## src/sfc_pkg.sv

```systemverilog
package sfc_pkg;

    // ************************************************************
    // Frame geometry
    // ************************************************************
    localparam int unsigned FRAME_BITS  = 16;
    localparam int unsigned GROUP_BITS  = 8;
    localparam int unsigned CNT_W       = 16;
    localparam logic [15:0] RESP_RESET  = 16'h0000;
    localparam logic        FAULT_RESET = 1'b0;

    typedef enum logic [1:0] {
        SFC_IDLE  = 2'b00,
        SFC_SHIFT = 2'b01,
        SFC_MUTED = 2'b10
    } sfc_state_t;

endpackage

```

## src/sfc_slave.sv

```systemverilog
// Summary of operation
// (RQ1) Four-wire full-duplex serial slave at host rate.
// (RQ2) Select falling edge starts access; data only while low.
// (RQ3) Sample serial input on shift clock falling edge.
// (RQ4) Update serial output on shift clock rising edge.
// (RQ5) Host ends each access raising chip select.
// (RQ6) Accept only 16 plus multiple-of-8 bits.
// (RQ7) Bad bit count sets framing fault flag.
// (RQ8) Deselected: ignore clock and input, output released.
// (RQ9) Select falling edge loads response into shifter.
// (RQ10) Output first shows fault flag ORed with input.
// (RQ11) Sleep: output stays released, no transfer.
// (RQ12) Both directions shift most significant bit first.
// (RQ13) Valid frame end copies shifter out; invalid ignored.
// (RQ14) Host keeps shift clock low around select edges.
// (RQ15) Sleep input gates response load and drive.
`timescale 1ns/1ps

module sfc_slave
    import sfc_pkg::*;
(
    input  wire logic        clk,
    input  wire logic        arst_n,
    input  wire logic        sclk,
    input  wire logic        chip_select_n,
    input  wire logic        sdi,
    output logic             sdo,
    output logic             sdo_oe,
    input  wire logic        sleep_mode,
    input  wire logic [15:0] resp_data,
    output logic [15:0]      frame_data,
    output logic             frame_valid,
    output logic             framing_fault_flag
);

    // ************************************************************
    // Input synchronisers
    // ************************************************************
    logic [1:0] sclk_meta;
    logic [1:0] csn_meta;
    logic [1:0] sdi_meta;
    logic       sclk_q;
    logic       csn_q;

    always_ff @(posedge clk or negedge arst_n) begin
        if (!arst_n) begin
            sclk_meta <= 2'b00;
            csn_meta  <= 2'b11;
            sdi_meta  <= 2'b00;
            sclk_q    <= 1'b0;
            csn_q     <= 1'b1;
        end else begin
            sclk_meta <= {sclk_meta[0], sclk}; // [RQ1]
            csn_meta  <= {csn_meta[0], chip_select_n};
            sdi_meta  <= {sdi_meta[0], sdi};
            sclk_q    <= sclk_meta[1];
            csn_q     <= csn_meta[1];
        end
    end

    logic sclk_s;
    logic csn_s;
    logic sdi_s;
    logic sclk_fall;
    logic sclk_rise;
    logic csn_fall;
    logic csn_rise;

    assign sclk_s    = sclk_meta[1];
    assign csn_s     = csn_meta[1];
    assign sdi_s     = sdi_meta[1];
    assign sclk_fall = sclk_q & ~sclk_s;
    assign sclk_rise = ~sclk_q & sclk_s;
    assign csn_fall  = csn_q & ~csn_s;
    assign csn_rise  = ~csn_q & csn_s;

    function automatic logic count_ok(input logic [CNT_W-1:0] n);
        count_ok = (n >= CNT_W'(FRAME_BITS))
                 && ((n % CNT_W'(GROUP_BITS)) == '0);
    endfunction

    // ************************************************************
    // Frame engine
    // ************************************************************
    sfc_state_t       state;
    sfc_state_t       next_state;
    logic [15:0]      shreg;
    logic [15:0]      next_shreg;
    logic [CNT_W-1:0] bit_cnt;
    logic [CNT_W-1:0] next_bit_cnt;
    logic             next_sdo;
    logic             next_sdo_oe;
    logic [15:0]      next_frame_data;
    logic             next_frame_valid;
    logic             next_fault;

    always_comb begin
        next_state       = state;
        next_shreg       = shreg;
        next_bit_cnt     = bit_cnt;
        next_sdo         = sdo;
        next_sdo_oe      = sdo_oe;
        next_frame_data  = frame_data;
        next_frame_valid = 1'b0;
        next_fault       = framing_fault_flag;
        case (state)
            SFC_IDLE: begin
                next_sdo_oe = 1'b0; // [RQ8]
                if (csn_fall) begin // [RQ2]
                    if (sleep_mode) begin
                        next_state = SFC_MUTED; // [RQ11] [RQ15]
                    end else begin
                        next_state   = SFC_SHIFT;
                        next_shreg   = resp_data; // [RQ9] [RQ15]
                        next_bit_cnt = '0;
                        next_sdo     = framing_fault_flag | sdi_s; // [RQ10]
                        next_sdo_oe  = 1'b1;
                    end
                end
            end
            SFC_SHIFT: begin
                if (csn_rise) begin // [RQ5]
                    next_state  = SFC_IDLE;
                    next_sdo_oe = 1'b0; // [RQ8]
                    if (count_ok(bit_cnt)) begin // [RQ6]
                        next_frame_data  = shreg; // [RQ13]
                        next_frame_valid = 1'b1;
                        next_fault       = 1'b0;
                    end else begin
                        next_fault = 1'b1; // [RQ7]
                    end
                end else begin
                    if (sclk_fall) begin
                        next_shreg   = {shreg[14:0], sdi_s}; // [RQ3] [RQ12]
                        if (bit_cnt != '1) begin
                            next_bit_cnt = bit_cnt + 1'b1;
                        end
                    end
                    if (sclk_rise) begin
                        next_sdo = shreg[15]; // [RQ4] [RQ12]
                    end
                end
            end
            SFC_MUTED: begin
                next_sdo_oe = 1'b0; // [RQ11]
                if (csn_rise) begin
                    next_state = SFC_IDLE;
                end
            end
            default: begin
                next_state  = SFC_IDLE;
                next_sdo_oe = 1'b0;
            end
        endcase
    end

    always_ff @(posedge clk or negedge arst_n) begin
        if (!arst_n) begin
            state              <= SFC_IDLE;
            shreg              <= RESP_RESET;
            bit_cnt            <= '0;
            sdo                <= 1'b0;
            sdo_oe             <= 1'b0;
            frame_data         <= RESP_RESET;
            frame_valid        <= 1'b0;
            framing_fault_flag <= FAULT_RESET;
        end else begin
            state              <= next_state;
            shreg              <= next_shreg;
            bit_cnt            <= next_bit_cnt;
            sdo                <= next_sdo;
            sdo_oe             <= next_sdo_oe;
            frame_data         <= next_frame_data;
            frame_valid        <= next_frame_valid;
            framing_fault_flag <= next_fault;
        end
    end
endmodule

```

## config.mk

```make
export PLATFORM = sky130hd
export DESIGN_NAME = sfc_slave
export DESIGN_NICKNAME = d
export VERILOG_FILES = /design/src/sfc_pkg.sv /design/src/sfc_slave.sv
export SDC_FILE = /design/constraint.sdc
export NUM_CORES = 1
export LEC_CHECK = 0
export ABC_AREA = 1
export BUFFER_PORTS_ARGS = -buffer_cell sky130_fd_sc_hd__buf_2
export CORE_ASPECT_RATIO = 1.25
export CORE_MARGIN = 2
export CORE_UTILIZATION = 57
export CTS_CLUSTER_DIAMETER = 30
export CTS_CLUSTER_SIZE = 30
export DETAILED_ROUTE_END_ITERATION = 8
export PLACE_DENSITY = 0.79
export SLEW_MARGIN = 20
export SYNTH_ARGS = -nofsm -noshare
export SYNTH_HDL_FRONTEND = slang
export SYNTH_SLANG_ARGS = --single-unit
export TNS_END_PERCENT = 100
```

## constraint.sdc

```tcl
create_clock -name clk -period 2.05 [get_ports clk]
set_clock_uncertainty 0.15 [all_clocks]
set_input_delay 0.1025 -clock clk [delete_from_list [all_inputs] [get_ports clk]]
set_output_delay 0.1025 -clock clk [all_outputs]
set_load 0.005 [all_outputs]
```

==> results.md, run 1 <==
* Run status: finished clean
* Reg-to-Reg End: bit_cnt[15]
* Placed Area at 3280 µm²
* Synth Area in Compound Gates at 14.1%
* Worst Hold Launch: resp_data[1]
* Post-Synth XOR/XNOR Area at 0.293%
* Worst hold path type: input pin to register
* First-pass GRT wire length at 11000 µm
* Mean post-synth cell area at 8.08 µm²
* Most frequent cells in the layout: nand2_1, o21ai_0, dfrtp_1
* Final net count at 464
* Die width at 68.8 µm
* Post-route setup TNS at 0 ns
* Post-Layout Inst Area at between 3000 and 4000 µm²
* Worst hold endpoint: shreg[1]
* Slowest Stage Delay on Critical Path at 0.36 ns
* Synth Area in Adders at 1.68%
* Hold Vio Cnt, Final at 0
* Share of layout cells above drive strength 1 at 18.5%
* Worst slew pin tran at 0.457 ns
* DR iter-0 viols at 193
* DR vias/cell at 5.22
* Crit Reg-Reg Startpoint: state[1]
* Power density over cell area at 1110 nW/µm²
* Final Worst Setup Slack at 0.197 ns
* Sequential area share after synthesis at 52.1%
* R2r setup slk at 0.20 ns
* Post-synth EDFFs at 0
* CP Data Arrival Time at about 2.0 ns
* Initial antenna violation count at 0
* Layout area overhead at 24.0%
* # setup viols final at 0
* Fmax at 540 MHz
* Detailed placer's ending HPWL at 4210 µm
* Die ar. at 5840 µm²
* CP max FO at 26
* I/O pin total at 42
* Vias in the first global route at ~2600
* Worst Hold Depth at 5
* WP data required at 2.15 ns
* Largest family of logic cells by synthesized area: simple AND/OR/NAND/NOR gates
* Post-CTS Setup Repair Bufs at 0
* Worst rel slew slack at 69.5%
* CTS root buf: clkbuf_8
* Synthesized flop and latch total at 62
* Clk sink count at 62
* Clk buf depth at 2
* Gr ovfl total at 0
* Initial Utilization at between 50% and 60%
* Wirelength per Cell at 12.8 µm
* Clock H-tree levels at 3
* Critical path endpoint category: register
* Residual DRC at 0
* RSZ-0062 raised after global routing: no
* Peak supply drop at ~0.69 mV
* Worst-skew pair later-pin latency at approximately 0.33 ns
* Pre-CTS WS at 0.117 ns
* Final Max Slew Viols at 0
* Crit start category: register
* DRT Pass-1 Iters at 4
* Yosys warnings at 0
* Top FF cell, synth: dfrtp_1
* Crit share post-route at 90.4%
* Commonest non-fill, non-tap cell in the layout: nand2_1
* Critical path class: register to register
* Synth Cell Area at 2990 µm²
* Num CTS Buffers at 9
* Pleak at 0.00184 µW
* Slowest library cell on the worst path: dfrtp_1
* Port Buf Inserts at 41
* Post-Synthesis Cells at 370
* Antenna-violating nets left at 0
* Clk slew on worst S/H paths at 0.07 ns
* Post-synthesis mux area share at 0%
* GRT Util Overall at 24.8%
* Row count at 29
* Max_cap viols at 0
* Worst R2R Path Depth at 10
* Antenna diodes at 0
* Placeable core area at 5080 µm²
* Routed wire length at 6440 µm
* Via Count at 2636
* Final min period at between 1.5 and 2 ns
* Post-synth net total at 396
* Pin count of the biggest net entering global routing at 37
* Final core occ at 72.9%
* FFs w/ async S/R, synth at between 90% and 100%
* GP Congestion at 0.829
* Worst path most repeated cell: nand3_1
* CTS tree: done
* Simple-Gate Fraction of Synth Area at 24.0%
* Cell variety after synth at 29
* CP cell instances: inv_1 > ha_2 > buf_4 > nand3_1 > nand2_1 > nand3_1 > inv_2 > o21ai_4 > buf_12 > o21ai_0
* Die Y at 84.9 µm
## worst max path at each step
| stage | startpoint | endpoint | slack, ns | cells past startpoint |
|---|---|---|---|---|
| 2_1_floorplan | state[0] | bit_cnt[12] | 0.35 | 10 |
| 3_3_place_gp | state[1] | shreg[11] | 0.23 | 9 |
| 3_5_place_dp | state[1] | shreg[12] | 0.12 | 9 |
| 4_1_cts | state[1] | shreg[1] | 0.08 | 10 |
| 5_1_grt | state[1] | frame_data[6] | 0.02 | 8 |
| 6_report | state[1] | bit_cnt[15] | 0.20 | 10 |
## cell type report
type / instances / area, µm²
clock buffers: 12 / 145
clock inverters: 4 / 70.1
fillers: 389 / 1380
inverters: 45 / 169
multi-input cells: 250 / 1200
flip-flops and latches: 62 / 1560
well taps: 62 / 77.6
repair buffers: 70 / 489
## Yosys cell counts (all sizes together) (3+ instances only)
| cell | count | area [µm²] |
|---|---|---|
| a21oi | 3 | 15.0 |
| buf | 5 | 37.5 |
| clkbuf | 8 | 30.0 |
| dfrtp | 59 | 1480 |
| dfstp | 3 | 78.8 |
| ha | 4 | 50.1 |
| inv | 45 | 169 |
| nand2 | 109 | 412 |
| nand3 | 26 | 143 |
| nand4 | 6 | 37.5 |
| nor2 | 24 | 100 |
| o21ai | 69 | 375 |
## stage by stage
step / instances / power, µW / hold WS [ns]
after floorplan: 370 / 2490 / -0.343
after CTS: 505 / 4110 / 0.00844
final: 505 / 4100 / 0.0154
after global placement: 469 / 2840 / -0.0304
after detailed placement: 469 / 2890 / -0.0214
after global routing: 505 / 4400 / 0.0413
## what timing repair did
item / 4_1_cts / 5_1_grt
setup endpoints to repair: 0 / 21
endpoints found under the hold margin: 81 / 0
resized for setup: 0 / 2
hold buffers: 20 / 0
## flip-flops by register name, indices dropped and copies added (netlist names)
name / count
shreg: 16
sclk_q: 1
bit_cnt: 16
sdi_meta: 2
csn_meta: 2
sdo_oe: 1
sclk_meta: 2
framing_fault_flag: 1
state: 2
frame_valid: 1
frame_data: 16
sdo: 1
csn_q: 1
## worst max-delay path, delay by kind of cell (launching register included)
kind	cells	cell delay (ns)
buffers and inverters	4	0.52
AND/OR/NAND/NOR	3	0.28
adder cells (fa/ha/maj)	1	0.24
flip-flops	1	0.36
AO/OA/AOI/OAI	2	0.24
## cells by family after synthesis
group	after synthesis
AOI/OAI and AO/OA	76
xor gates and xnor gates	1
adders and majority gates	4
buffers and inverters	58
DFF	62
and+or+nand+nor	169
## where the power goes
part           switching, µW  internal (µW)
clock                    460            715
combinational            810            487
sequential               116           1510
## metal layers
metal / vias up / share of wire (%) / GRT usage [%]
met5: - / 0 / 0
met4: 0 / 1.9 / 10.3
met3: 13 / 4.9 / 6.10
met2: 81 / 50 / 43.0
met1: 1217 / 43 / 28.3
li1: 1325 / - / -
No activity file was read; power rests on OpenSTA's default activity.
==> run 2, diff against run 1 <==
--- a/config.mk
+++ b/config.mk
@@ -13,6 +13,7 @@
 export CTS_CLUSTER_DIAMETER = 30
 export CTS_CLUSTER_SIZE = 30
 export DETAILED_ROUTE_END_ITERATION = 8
+export HOLD_SLACK_MARGIN = 0.08
 export PLACE_DENSITY = 0.79
 export SLEW_MARGIN = 20
 export SYNTH_ARGS = -nofsm -noshare
==> run 2 against run 1 <==
Critical path depth unchanged. Register-to-register slack about the same. Largest power group unchanged. Cell count increased by 0.20%. Power about the same. First-iteration DRC count decreased by 6.7%. Non-clock buffer count increased by 1. Die area unchanged. Count of clock-buffer cells in the layout unchanged. Core utilization increased by 0.20 points. Worst hold slack improved by 0.14 ns. Sequential cell count unchanged. Maximum frequency increased by 0.44%.
==> results.md, run 2 (synthesis gave the netlist of run 1 again) <==
* Run status: finished clean
* Num CTS Buffers at 9 (unchanged)
* Final min period at 1.85 ns (-0.00813 ns)
* Antenna-violating nets left at 0 (unchanged)
* Layout area overhead at 24.3%
* Reg-to-Reg End: bit_cnt[15]
* Placeable core area at 5080 µm² (unchanged)
* Gr ovfl total at 0 (unchanged)
* Critical path class: register to register
* CP max FO at 26 (unchanged)
* Max_cap viols at 0 (unchanged)
* R2r setup slk at 0.20 ns (about the same)
* Min Hold Slack at 0.157 ns (+0.141 ns)
* Detailed placer's ending HPWL at 4210 µm (unchanged)
* # setup viols final at 0 (unchanged)
* Critical path endpoint category: register
* Worst slew pin tran at 0.456 ns (-0.00128 ns)
* Placed Area at 3280 µm² (unchanged)
* Top delay family on crit path: buffers and inverters
* Die ar. at 5840 µm² (unchanged)
* CTS tree: done
* Slowest Stage Delay on Critical Path at 0.36 ns (about the same)
* Total power at 4100 µW (about the same)
* Post-Layout Inst Area at 3710 µm² (+0.27%)
* Pin count of the biggest net entering global routing at 37 (unchanged)
* Crit Reg-Reg Startpoint: state[1]
* Peak supply drop at 0.690 mV (+0.64%)
* Die width at 68.8 µm (unchanged)
* Slowest library cell on the worst path: dfrtp_1
* Worst-skew pair later-pin latency at 0.34 ns (about the same)
* CTS root buf: clkbuf_8
* DR vias/cell at 5.21 (-0.20%)
* Most frequent cells in the layout: nand2_1, o21ai_0, dfrtp_1
* Worst rel slew slack at 69.6% (+0.085 points)
* CP cell instances: inv_1 > ha_2 > buf_4 > nand3_1 > nand2_1 > nand3_1 > inv_2 > o21ai_4 > buf_12 > o21ai_0
* RSZ-0062 raised after global routing: no
* First-pass GRT wire length at 11000 µm (about the same)
* Post-route setup TNS at 0 ns (unchanged)
* Fillers at 386 (-0.77%)
* DR iter-0 viols at 180 (-6.7%)
* Die Y at 84.9 µm (unchanged)
* Clock H-tree levels at 3 (unchanged)
* Critical path depth at 10 (unchanged)
* Power density over cell area at 1100 nW/µm² (-0.28%)
* Worst hold path type: input pin to async pin
* Clk slew on worst S/H paths at 0.07 ns (about the same)
* DRT Pass-1 Iters at 5 (+1)
* Share of layout cells above drive strength 1 at 18.5% (-0.042 points)
* Clk sink count at 62 (unchanged)
* WP data required at 2.15 ns (about the same)
* Commonest non-fill, non-tap cell in the layout: nand2_1
* Routed wire length at 6410 µm (-0.61%)
* CP bufs+invs at 4 (unchanged)
* Crit start category: register
* Largest registers: bit_cnt: 16 flops, frame_data: 16 flops, shreg: 16 flops
* CP Data Arrival Time at 1.95 ns (about the same)
* I/O pin total at 42 (unchanged)
* Crit share post-route at 90.0% (-0.40 points)
* Initial antenna violation count at 0 (unchanged)
* Pleak at 0.00185 µW (+0.23%)
* Residual DRC at 0 (unchanged)
* Antenna diodes at 0 (unchanged)
* Vias in the first global route at 2633 (-0.53%)
* Wirelength per Cell at 12.7 µm (-0.80%)
* Final Max Slew Viols at 0 (unchanged)
* Via Count at 2636 (unchanged)
* Fmax at 542 MHz (+0.44%)
* Row count at 29 (unchanged)
* Final net count at 465 (+0.22%)
* GRT Util Overall at 24.8% (about the same)
* GP Congestion at 0.829 (unchanged)
* Clk buf depth at 2 (unchanged)
* Worst path most repeated cell: nand3_1
* Hold Vio Cnt, Final at 0 (unchanged)
* Port Buf Inserts at 41 (unchanged)
* Worst R2R Path Depth at 10 (unchanged)
* Initial Utilization at 58.8% (unchanged)
## run 2: changes by cell type in the layout (fill, tap and decap cells not counted), sizes merged
cell         previous run  this run
dlygate4sd3            20        21
## run 2: through the flow
stage / utilization (%) / instances / setup WS, ns
2_1_floorplan: - / 370 / 0.346
3_3_place_gp: 64.6 / 469 / 0.234
3_5_place_dp: 64.6 / 469 / 0.117
4_1_cts: 73.0 / 506 / 0.0836
5_1_grt: 73.1 / 506 / 0.0219
6_report: 73.1 / 506 / 0.205
## run 2: power by group
part	total, µW	leakage [µW]	switching [µW]	internal (µW)
Sequential	1630	0.000805	117	1510
Clock	1180	0.000110	462	715
Combinational	1290	0.000933	805	489
Total	4100	0.00185	1380	2710
## run 2: worst max-delay path by stage
stage | from | to | slack (ns)
finish | state[1] | bit_cnt[15] | 0.20
CTS | state[1] | shreg[1] | 0.08
detailed placement | state[1] | shreg[12] | 0.12
floorplan | state[0] | bit_cnt[12] | 0.35
global placement | state[1] | shreg[11] | 0.23
global route | state[1] | frame_data[6] | 0.02
## run 2: per-layer routing
metal / global-route usage, % / routed length (µm) / up-vias
met4: 10.3 / 135 / 0
met1: 28.1 / 2740 / 1210
met3: 6.10 / 309 / 15
li1: - / - / 1326
met5: 0 / 0 / -
met2: 43.1 / 3220 / 85
## run 2: repair_timing
item | in CTS | in global routing
hold endpoints to repair | 82 | 0
setup buffers | 0 | 0
hold buffers | 21 | 0
resized for setup | 0 | 2
endpoints found under the setup margin | 0 | 19
## run 2: worst min-delay path, delay by kind of cell
family	cells	cell delay, ns
buf+inv	3	0.94
## run 2: final cells by class
cell class	count	area [µm²]	share of cell area [%]
multi-input combinational	250	1200	32.3
clock buffer	12	145	3.91
clock inverter	4	70.1	1.89
tap	62	77.6	2.09
sequential	62	1560	41.9
timing repair buffer	71	499	13.4
inverter	45	169	4.55
==> run 3, diff against run 2 <==
--- a/config.mk
+++ b/config.mk
@@ -5,16 +5,15 @@
 export SDC_FILE = /design/constraint.sdc
 export NUM_CORES = 1
 export LEC_CHECK = 0
-export ABC_AREA = 1
 export BUFFER_PORTS_ARGS = -buffer_cell sky130_fd_sc_hd__buf_2
 export CORE_ASPECT_RATIO = 1.25
 export CORE_MARGIN = 2
-export CORE_UTILIZATION = 57
+export CORE_UTILIZATION = 56
 export CTS_CLUSTER_DIAMETER = 30
 export CTS_CLUSTER_SIZE = 30
 export DETAILED_ROUTE_END_ITERATION = 8
 export HOLD_SLACK_MARGIN = 0.08
-export PLACE_DENSITY = 0.79
+export PLACE_DENSITY = 0.78
 export SLEW_MARGIN = 20
 export SYNTH_ARGS = -nofsm -noshare
 export SYNTH_HDL_FRONTEND = slang
==> run 3 against run 2 <==
The flow now finishes with violations (setup timing). Worst hold slack got worse by 0.010 ns. Final area increased by 7.7%. Critical path type unchanged. Global-route usage increased by 2.8 points. Critical path depth shrank 2. Critical endpoint is now bit_cnt[10]. Sequential power increased by 17%.
==> results.md, run 3 <==
* Run status: finished with violations
* Violated checks: setup timing
* Reg-to-Reg End: bit_cnt[10]
* CP startpoint: state[0]
* WP data required at 2.19 ns (+0.04 ns)
* Vias in the first global route at 2630 (-0.11%)
* Wirelength per Cell at 17.0 µm (+34%)
* Initial Utilization at 57.3% (-1.5 points)
* First-pass GRT wire length at 11900 µm (+7.9%)
* Top post-synthesis cells by area: dfrtp_1, mux2i_1, mux2_2
* Row count at 29 (unchanged)
* Crit Reg-Reg Startpoint: state[0]
* FFs w/ async S/R, synth at 100% (unchanged)
* Post-route setup TNS at -0.0333 ns (-0.0333 ns)
* Hold Vio Cnt, Final at 0 (unchanged)
* Post-synth net total at 289 (-27%)
* Die ar. at 5760 µm² (-1.5%)
* Peak supply drop at 0.884 mV (+28%)
* Max_cap viols at 0 (unchanged)
* Top FF cell, synth: dfrtp_1
* Antenna-violating nets left at 0 (unchanged)
* Mean post-synth cell area at 11.0 µm² (+36%)
* Cell variety after synth at 48 (+66%)
* Via Count at 2499 (-5.2%)
* Synth Cell Area at 2890 µm² (-3.3%)
* Critical path endpoint category: register
* Final net count at 389 (-16%)
* Post-synth EDFFs at 0 (unchanged)
* CP Data Arrival Time at 2.21 ns (+0.26 ns)
* CTS root buf: clkbuf_8
* DRT Pass-1 Iters at 4 (-1)
* Yosys warnings at 0 (unchanged)
* Worst R2R Path Depth at 8 (-2)
* Power density over cell area at 1190 nW/µm² (+7.9%)
* CTS tree: done
* Antenna diodes at 0 (unchanged)
* Crit share post-route at 101% (+11 points)
* CP max FO at 7 (-73%)
* DR iter-0 viols at 149 (-17%)
* # setup viols final at 2 (+2)
* Synthesized flop and latch total at 62 (unchanged)
* Num CTS Buffers at 9 (unchanged)
* Gr ovfl total at 0 (unchanged)
* RSZ-0062 raised after global routing: yes
* I/O pin total at 42 (unchanged)
* Worst rel slew slack at 65.1% (-4.5 points)
* Die width at 68.3 µm (-0.73%)
* Largest registers: bit_cnt: 16 flops, frame_data: 16 flops, shreg: 16 flops
* Synth top area share at 51.1% (+1.7 points)
* Layout area overhead at 38.4%
* Final min period at 2.07 ns (+0.227 ns)
* Clk slew on worst S/H paths at 0.07 ns (about the same)
* Initial antenna violation count at 0 (unchanged)
* Final Worst Setup Slack at -0.0224 ns (-0.227 ns)
* Worst-skew pair later-pin latency at 0.34 ns (about the same)
* Pin count of the biggest net entering global routing at 63 (+70%)
* Placed Area at 3380 µm² (+2.9%)
* Pre-CTS WS at -0.0959 ns (-0.213 ns)
* Clk buf depth at 2 (unchanged)
* Routed wire length at 7300 µm (+14%)
* Final Max Slew Viols at 0 (unchanged)
* Detailed placer's ending HPWL at 4170 µm (-0.92%)
* Port Buf Inserts at 41 (unchanged)
* Sequential area share after synthesis at 53.8% (+1.8 points)
* GRT Util Overall at 27.5% (+2.8 points)
* Crit start category: register
* Critical path class: register to register
* Placeable core area at 5040 µm² (-0.71%)
* Pleak at 0.00185 µW (+0.31%)
* Commonest non-fill, non-tap cell in the layout: dfrtp_1
* Clk sink count at 62 (unchanged)
* Fmax at 483 MHz (-11%)
* Most numerous cell in the Yosys netlist: dfrtp_1
* Share of layout cells above drive strength 1 at 37.8% (+19 points)
* Worst hold path type: input pin to async pin
* Post-Synthesis Cells at 263 (-29%)
* Worst slew pin tran at 0.519 ns (+0.0629 ns)
* Most frequent cells in the layout: dfrtp_1, buf_2, nand2_1, buf_4, o21ai_0
* Post-Layout Inst Area at 4000 µm² (+7.7%)
* Die Y at 84.3 µm (-0.74%)
* Synth cell count leaders: dfrtp_1, nand2_1, o21ai_0
* Clock H-tree levels at 3 (unchanged)
* Residual DRC at 0 (unchanged)
* Min Hold Slack at 0.146 ns (-0.0103 ns)
* Area leader, netlist: dfrtp_1
* R2r setup slk at -0.02 ns (-0.23 ns)
* DR vias/cell at 5.81 (+12%)
* GP Congestion at 0.938 (+13%)
run 3: routing by layer:
layer | track usage, % | share of wire [%] | vias up
met5 | 0 | 0 | -
met4 | 14.0 | 3.0 | 0
met3 | 5.23 | 4.5 | 22
met2 | 47.1 | 54 | 96
met1 | 31.8 | 39 | 1229
li1 | - | - | 1152
run 3: cell families after synthesis:
| group | Yosys count | synth area share [%] |
|---|---|---|
| simple gates | 85 | 14.8 |
| buf+inv | 22 | 3.68 |
| compound gates | 56 | 13.6 |
| fa+ha+maj | 4 | 1.73 |
| flops | 62 | 53.8 |
| mux | 34 | 12.5 |
run 3: area by class of cell:
class / count / area (µm²)
Inverter: 9 / 33.8
Multi-Input combinational cell: 179 / 1330
Clock buffer: 11 / 141
Timing Repair Buffer: 102 / 776
Sequential cell: 62 / 1560
Tap cell: 62 / 77.6
Clock inverter: 5 / 82.6
Fill cell: 272 / 1040
run 3: what timing repair did:
item	in CTS	in global routing
cloned	1	0
setup buffers	6	3
pin swaps	3	7
hold buffers	21	0
resized for setup	14	12
endpoints found under the hold margin	83	0
setup endpoints to repair	10	37
run 3: worst max-delay path by stage:
| stage | endpoint | depth (start not counted) | slack, ns |
|---|---|---|---|
| 5_1_grt | bit_cnt[12] | 7 | -0.09 |
| 3_3_place_gp | bit_cnt[11] | 7 | -0.02 |
| 3_5_place_dp | bit_cnt[4] | 7 | -0.1 |
| 2_1_floorplan | bit_cnt[5] | 8 | -0.03 |
| 6_report | bit_cnt[10] | 8 | -0.02 |
| 4_1_cts | bit_cnt[11] | 7 | -0.006 |
run 3: per-stage QoR:
step,utilization (%),power [µW],std cells
finish,79.3,4760,430
global placement,67.0,3180,383
floorplan,-,2700,263
global route,79.3,5000,430
CTS,78.2,4650,427
detailed placement,67.0,3240,383
run 3: worst max-delay path: stages, from the launching register on:
cell and delay [ns]:
dfrtp_1 0.43, inv_2 0.09, ha_4 0.15, nand2_4 0.06, o32ai_4 0.36, o211ai_4 0.15
buf_8 0.16, nor4_2 0.31, a211o_1 0.15
run 3: power breakdown:
group / leakage [µW] / internal (µW) / total (µW) / switching, µW
clock: 0.000113 / 720 / 1210 / 491
sequential: 0.000799 / 1600 / 1900 / 298
combinational: 0.000942 / 839 / 1650 / 808
total: 0.00185 / 3160 / 4760 / 1600
